**config.mk**
```make
export PLATFORM = sky130hd
export DESIGN_NAME = pid_pin_irq
export DESIGN_NICKNAME = d
export VERILOG_FILES = /design/src/pid_pkg.sv /design/src/pid_pin_irq.sv
export SDC_FILE = /design/constraint.sdc
export NUM_CORES = 1
export LEC_CHECK = 0
export BUFFER_PORTS_ARGS = -buffer_cell sky130_fd_sc_hd__buf_2
export CORE_ASPECT_RATIO = 0.5
export CORE_MARGIN = 8
export CORE_UTILIZATION = 52
export DETAILED_ROUTE_END_ITERATION = 6
export PLACE_DENSITY = 0.83
export SKIP_CTS_REPAIR_TIMING = 1
export SLEW_MARGIN = 40
export SYNTH_ARGS = -nofsm -noshare
export SYNTH_HDL_FRONTEND = slang
export SYNTH_SLANG_ARGS = --single-unit
```
**constraint.sdc**
```tcl
create_clock -name pclk -period 2 [get_ports pclk]
set_input_delay 0.4 -clock pclk [delete_from_list [all_inputs] [get_ports pclk]]
set_output_delay 0.4 -clock pclk [all_outputs]
set_load 0.02 [all_outputs]
```
**src/pid_pkg.sv**
```systemverilog
// Package: constants and carrier types for the pin interrupt detector
package pid_pkg;

    localparam int PID_NPINS = 8;
    localparam int PID_AW = 12;
    localparam int PID_DW = 32;

    // Clock period and the least hold time of a dedicated pin level
    localparam int PID_CLK_NS = 50;
    localparam int PID_HOLD_PERIODS = 2;
    localparam int PID_HOLD_CYCLES = PID_HOLD_PERIODS;

    // Register indices; byte address is four times the index
    localparam logic [7:0] PID_IDX_CTRL = 8'h88;
    localparam logic [7:0] PID_IDX_MODE = 8'h9A;
    localparam logic [7:0] PID_IDX_POL = 8'h9B;
    localparam logic [7:0] PID_IDX_EN = 8'h9C;
    localparam logic [7:0] PID_IDX_FLAGS = 8'h9D;
    localparam logic [7:0] PID_IDX_CLKSRC = 8'hA0;

    // Bit positions in timer_and_irq_control_reg
    localparam int PID_TC_IT_A = 0;
    localparam int PID_TC_IE_A = 1;
    localparam int PID_TC_IT_B = 2;
    localparam int PID_TC_IE_B = 3;

    localparam logic [7:0] PID_RST_BYTE = 8'h00;
    localparam logic [1:0] PID_RST_AGE = 2'h0;
    // Oscillator pin samplers start at the idle high level
    localparam logic [1:0] PID_RST_OSC = 2'h3;

    typedef enum logic [1:0] {
        PID_CLK_RC = 2'h0,
        PID_CLK_EXT = 2'h1,
        PID_CLK_XTAL = 2'h2
    } pid_clksrc_e;

    typedef struct packed {
        logic [PID_NPINS-1:0] mode;
        logic [PID_NPINS-1:0] pol;
        logic [PID_NPINS-1:0] en;
    } pid_cfg_s;

    typedef struct packed {
        logic pready;
        logic pslverr;
        logic [PID_DW-1:0] prdata;
    } pid_apb_rsp_s;

    typedef struct packed {
        logic a;
        logic b;
        logic gp;
    } pid_irq_s;

endpackage

```
**src/pid_pin_irq.sv**
```systemverilog
// Pin interrupt detector: dedicated and port one pin interrupts, APB slave
//
// The implementer's own choice: the APB slave port.
`timescale 1ns/1ps
module pid_pin_irq
    import pid_pkg::*;
(
    input wire logic pclk,
    input wire logic presetn,
    input wire logic psel,
    input wire logic penable,
    input wire logic pwrite,
    input wire logic [PID_AW-1:0] paddr,
    input wire logic [PID_DW-1:0] pwdata,
    output logic [PID_DW-1:0] prdata,
    output logic pready,
    output logic pslverr,
    input wire logic osc_pin_in,
    input wire logic osc_pin_out,
    input wire logic [PID_NPINS-1:0] port_one_pin,
    input wire logic ext_irq_a_ack,
    input wire logic ext_irq_b_ack,
    output logic ext_irq_a_req,
    output logic ext_irq_b_req,
    output logic gp_irq_req
);

    typedef struct packed {
        logic [1:0] age;
        logic [1:0] osc_s1;
        logic [1:0] osc_s2;
        logic [1:0] osc_prev;
        logic [PID_NPINS-1:0] p1_s1;
        logic [PID_NPINS-1:0] p1_s2;
        logic [PID_NPINS-1:0] p1_prev;
        pid_cfg_s cfg;
        logic trig_a;
        logic trig_b;
        logic flag_a;
        logic flag_b;
        pid_clksrc_e clksrc;
        logic [PID_NPINS-1:0] flags;
        pid_apb_rsp_s rsp;
        pid_irq_s irq;
    } pid_state_s;

    function automatic logic reg_hit(input logic [PID_AW-1:0] a, input logic [7:0] idx);
        reg_hit = (a == {2'h0, idx, 2'h0});
    endfunction

    // Per pin: level seen twice, or a change towards the selected level
    function automatic logic [PID_NPINS-1:0] gp_detect(
        input logic [PID_NPINS-1:0] cur,
        input logic [PID_NPINS-1:0] prev,
        input pid_cfg_s cfg
    );
        logic [PID_NPINS-1:0] lvl;
        logic [PID_NPINS-1:0] edg;
        lvl = ~(cur ^ cfg.pol) & ~(prev ^ cfg.pol);
        edg = (cur ^ prev) & ~(cur ^ cfg.pol);
        gp_detect = ((~cfg.mode & lvl) | (cfg.mode & edg)) & cfg.en;
    endfunction

    pid_state_s s_q;
    pid_state_s s_d;

    logic cur_a;
    logic prev_a;
    logic cur_b;
    logic prev_b;
    logic set_a;
    logic set_b;
    logic [PID_NPINS-1:0] gp_set;
    logic acc_wr;
    logic hit;
    logic [7:0] rd;
    logic [7:0] ctrl_rd;

    // Routing of the oscillator pins by clock source; unrouted inputs idle high
    always_comb begin
        cur_a = 1'b1;
        prev_a = 1'b1;
        cur_b = 1'b1;
        prev_b = 1'b1;
        if (s_q.clksrc == PID_CLK_RC) begin
            cur_a = s_q.osc_s2[0];
            prev_a = s_q.osc_prev[0];
        end
        if (s_q.clksrc == PID_CLK_RC || s_q.clksrc == PID_CLK_EXT) begin
            cur_b = s_q.osc_s2[1];
            prev_b = s_q.osc_prev[1];
        end
    end

    // Falling transition between two successive samples
    assign set_a = s_q.trig_a & prev_a & ~cur_a;
    assign set_b = s_q.trig_b & prev_b & ~cur_b;
    assign gp_set = gp_detect(s_q.p1_s2, s_q.p1_prev, s_q.cfg);

    assign acc_wr = psel & penable & s_q.rsp.pready & pwrite;

    always_comb begin
        ctrl_rd = PID_RST_BYTE;
        ctrl_rd[PID_TC_IT_A] = s_q.trig_a;
        ctrl_rd[PID_TC_IE_A] = s_q.flag_a;
        ctrl_rd[PID_TC_IT_B] = s_q.trig_b;
        ctrl_rd[PID_TC_IE_B] = s_q.flag_b;
    end

    always_comb begin
        rd = PID_RST_BYTE;
        hit = 1'b1;
        if (reg_hit(paddr, PID_IDX_CTRL)) begin
            rd = ctrl_rd;
        end else if (reg_hit(paddr, PID_IDX_MODE)) begin
            rd = s_q.cfg.mode;
        end else if (reg_hit(paddr, PID_IDX_POL)) begin
            rd = s_q.cfg.pol;
        end else if (reg_hit(paddr, PID_IDX_EN)) begin
            rd = s_q.cfg.en;
        end else if (reg_hit(paddr, PID_IDX_FLAGS)) begin
            rd = s_q.flags;
        end else if (reg_hit(paddr, PID_IDX_CLKSRC)) begin
            rd = {6'h00, s_q.clksrc};
        end else begin
            hit = 1'b0;
        end
    end

    always_comb begin
        s_d = s_q;
        s_d.age = (s_q.age == 2'h3) ? s_q.age : s_q.age + 2'h1;

        // Two-flop synchronisers, then one more sample for comparisons
        s_d.osc_s1 = {osc_pin_out, osc_pin_in};
        s_d.osc_s2 = s_q.osc_s1;
        s_d.osc_prev = s_q.osc_s2;
        s_d.p1_s1 = port_one_pin;
        s_d.p1_s2 = s_q.p1_s1;
        s_d.p1_prev = s_q.p1_s2;

        // One wait state: data are ready with pready, writes land after it
        s_d.rsp.pready = psel & penable & ~s_q.rsp.pready;
        s_d.rsp.pslverr = s_d.rsp.pready & ~hit;
        s_d.rsp.prdata = {PID_DW{1'b0}};
        if (s_d.rsp.pready && !pwrite) begin
            s_d.rsp.prdata = {24'h000000, rd};
        end

        if (acc_wr && reg_hit(paddr, PID_IDX_CTRL)) begin
            s_d.trig_a = pwdata[PID_TC_IT_A];
            s_d.trig_b = pwdata[PID_TC_IT_B];
            s_d.flag_a = pwdata[PID_TC_IE_A];
            s_d.flag_b = pwdata[PID_TC_IE_B];
        end
        if (acc_wr && reg_hit(paddr, PID_IDX_MODE)) begin
            s_d.cfg.mode = pwdata[7:0];
        end
        if (acc_wr && reg_hit(paddr, PID_IDX_POL)) begin
            s_d.cfg.pol = pwdata[7:0];
        end
        if (acc_wr && reg_hit(paddr, PID_IDX_EN)) begin
            s_d.cfg.en = pwdata[7:0];
        end
        if (acc_wr && reg_hit(paddr, PID_IDX_CLKSRC)) begin
            s_d.clksrc = pid_clksrc_e'(pwdata[1:0]);
        end
        if (acc_wr && reg_hit(paddr, PID_IDX_FLAGS)) begin
            s_d.flags = pwdata[7:0];
        end

        // Acknowledge clears an edge flag, but a fresh edge wins
        if (ext_irq_a_ack) begin
            s_d.flag_a = 1'b0;
        end
        if (ext_irq_b_ack) begin
            s_d.flag_b = 1'b0;
        end
        if (set_a) begin
            s_d.flag_a = 1'b1;
        end
        if (set_b) begin
            s_d.flag_b = 1'b1;
        end
        // Level mode: flag mirrors the pin, so the source must hold it
        if (!s_d.trig_a) begin
            s_d.flag_a = ~cur_a;
        end
        if (!s_d.trig_b) begin
            s_d.flag_b = ~cur_b;
        end

        // Detection only ever sets flags
        s_d.flags = s_d.flags | gp_set;

        s_d.irq.a = s_d.flag_a;
        s_d.irq.b = s_d.flag_b;
        s_d.irq.gp = |s_d.flags;
    end

    always_ff @(posedge pclk or negedge presetn) begin
        if (!presetn) begin
            s_q <= '0;
            // Idle-high start, else level mode raises a false request after reset
            s_q.osc_s1 <= PID_RST_OSC;
            s_q.osc_s2 <= PID_RST_OSC;
            s_q.osc_prev <= PID_RST_OSC;
        end else begin
            s_q <= s_d;
        end
    end

    assign prdata = s_q.rsp.prdata;
    assign pready = s_q.rsp.pready;
    assign pslverr = s_q.rsp.pslverr;
    assign ext_irq_a_req = s_q.irq.a;
    assign ext_irq_b_req = s_q.irq.b;
    assign gp_irq_req = s_q.irq.gp;
endmodule

```
==> flow_summary.json <==
{
  "status": "completed",
  "via_count": 2681,
  "ys.flop_type": "dfrtp_1",
  "fin_area_um2": 4384,
  "cp.required_ps": 2200,
  "routedWlPerCell_um": 18.79,
  "ant_nets": 0,
  "post-place-ws_ps": -111.3,
  "instances_no_fill": 475,
  "async_flop_share_pct": 100.0,
  "overflow": 0,
  "ios": 98,
  "clock_latency_ps": 330,
  "synth_largest_area_cell": "dfrtp_1",
  "finish.utilization_pct": 64.93,
  "initial_utilization_pct": 54.23,
  "cts_buffers": 9,
  "ir_drop_uv": 429.5,
  "rsz0062_at_grt": "false",
  "syn_to_final_growth_pct": 19.71,
  "rrSetupSlack_ps": 90,
  "synth_top_cell_area_share_pct": 49.88,
  "leakage_nw": 2.028,
  "synth-seq-cells": 79,
  "setup_slack_ps": 93.00,
  "htree_levels": 3,
  "cts_tree": "yes",
  "die_w_um": 134.7,
  "insertedDiodeCount": 0,
  "hpwl_um": 6322,
  "core-area_um2": 6753,
  "grt_max_degree": 43,
  "port-buffer-count": 49,
  "drt_iter0_markers": 192,
  "die_h_um": 75.34,
  "drc": 0,
  "finClkSkew_ps": 4.357,
  "slew_viol_final": 0,
  "dr.pass1.iters": 4,
  "syn_avg_cell_area_um2": 11.85,
  "cp_max_fo": 3,
  "fin_hold_ws_ps": 27.15,
  "final-hold-violation-count": 0,
  "worstSetupPathType": "reg2reg",
  "power_per_cell_area_nw_per_um2": 831.4,
  "arrival_ps": 2110,
  "final.period_utilization_pct": 95.35,
  "synth_area_leaders": "dfrtp_1 (50%), mux2_2 (9.2%), buf_4 (6.6%)",
  "syn_area_um2": 3662,
  "rows": 21,
  "endpoint_kind": "flop",
  "yosysSeqAreaShare_pct": 54.19,
  "cts_root_buf": "clkbuf_16",
  "grt_pass1_wl_um": 13860,
  "antenna_found_initial": 0,
  "grt.total_usage_pct": 17.75,
  "fmax_ghz": 0.5244,
  "clock_path_buffers": 2,
  "path_clk_slew_ps": 60,
  "fin_crit_ps": 1907,
  "start_kind": "flop",
  "gp_congestion": 0.8870,
  "setup-violations-final": 0,
  "synth-edff-count": 0,
  "syn_inst": 309,
  "clock-sinks": 79,
  "grt_pass1_vias": 2804,
  "die_area_um2": 10150,
  "hp-class": "in2async",
  "cap_viol_max_count": 0,
  "ys_warn_count": 0,
  "postPlaceCellArea_um2": 4049,
  "vias_per_cell": 5.644,
  "yosysUniqueCellTypes": 42,
  "nets": 439,
  "dpl.cell_count": 459,
  "final_layout_size_suffix_gt1_share_pct": 37.86,
  "wl_um": 8923
}
per-layer routing:
| metal | up-vias | share of wire, % | global-route usage [%] |
|---|---|---|---|
| li1 | 1175 | - | - |
| met3 | 33 | 7.4 | 5.987 |
| met4 | 0 | 3.1 | 10.36 |
| met1 | 1366 | 41 | 20.20 |
| met5 | - | 0 | 0 |
| met2 | 107 | 48 | 29.46 |
state kept, by name (all words and copies together), names as in the netlist:
name and flops:
pslverr 1, ctrl_rd 2, prdata 8, ext_irq_b_req 1
ext_irq_a_req 1, pready 1, s_q 44, s_d 20
gp_irq_req 1
placed cells by master (no fill, tap or decap), types with 5 or more instances in the layout:
master and n:
dfrtp_1 73, nor2_1 23, o21ai_0 8, nand3_1 8, a31oi_1 5, buf_2 48
buf_4 23, mux2_2 30, clkbuf_16 9, nand2_1 24, mux2i_1 22, xnor2_1 8
dfstp_2 6, conb_1 24, o2bb2ai_1 5
worst max-delay path: stages (launching register included):
cell      delay [ps]
dfrtp_1          410
xnor2_1          280
nor2_1           120
a311oi_2         300
nand4_1          160
or4_1            500
final timing paths:
check,cells after the start,end,start
worst max-delay path,5,gp_irq_req,s_q[69]
worst min-delay path,1,s_q[77],presetn
worst max register to register,5,gp_irq_req,s_q[69]
worst min register to register,0,s_d[81],s_d[89]
max in group asynchronous,2,s_q[51],presetn
min in group pclk,1,s_d[101],osc_pin_in
synthesized netlist by cell type, types with 3 or more instances:
cell type / count
nand2_1: 24
a31oi_1: 5
nand3_1: 8
o22ai_1: 4
or3b_2: 4
o21ai_0: 8
nor2_1: 24
xnor2_1: 8
nor2b_1: 3
a21oi_1: 3
dfrtp_1: 73
or4_1: 3
or2_2: 3
and3b_1: 3
mux2i_1: 22
a22oi_1: 5
nor3_2: 3
nor3_1: 4
clkbuf_1: 4
dfstp_2: 6
o2bb2ai_1: 5
buf_4: 32
mux2_2: 30
power by group:
group | internal (mW) | switching [mW]
Combinational | 0.0794 | 0.156
Clock | 1.13 | 0.627
Sequential | 1.64 | 0.0177
Total | 2.84 | 0.800
stage by stage:
step	power, mW	TNS, ps
after floorplan	1.824	0
after global placement	1.902	-564.4
after detailed placement	1.915	-1007
after CTS	3.667	0
after global routing	3.761	0
final	3.645	0
cell type report:
cell class	instances	area, µm²
multi-input cells	213	1500
fillers	499	2369
inverters	2	7.507
well taps	92	115.1
flip-flops and latches	79	1984
repair buffers	73	452.9
clock inverters	5	81.33
clock buffers	11	242.7
cell families (layout without fill, tap and decap cells):
kind of cell | Yosys count | in the layout | synth area share [%]
AO/OA/AOI/OAI | 37 | 37 | 7.004
flip-flops | 79 | 79 | 54.19
AND/OR/NAND/NOR | 92 | 92 | 13.97
buffers and inverters | 40 | 91 | 7.584
other | 1 | 24 | 0.1024
multiplexers | 52 | 52 | 15.24
XOR/XNOR | 8 | 8 | 1.913
(Power assumes the default switching activity.)
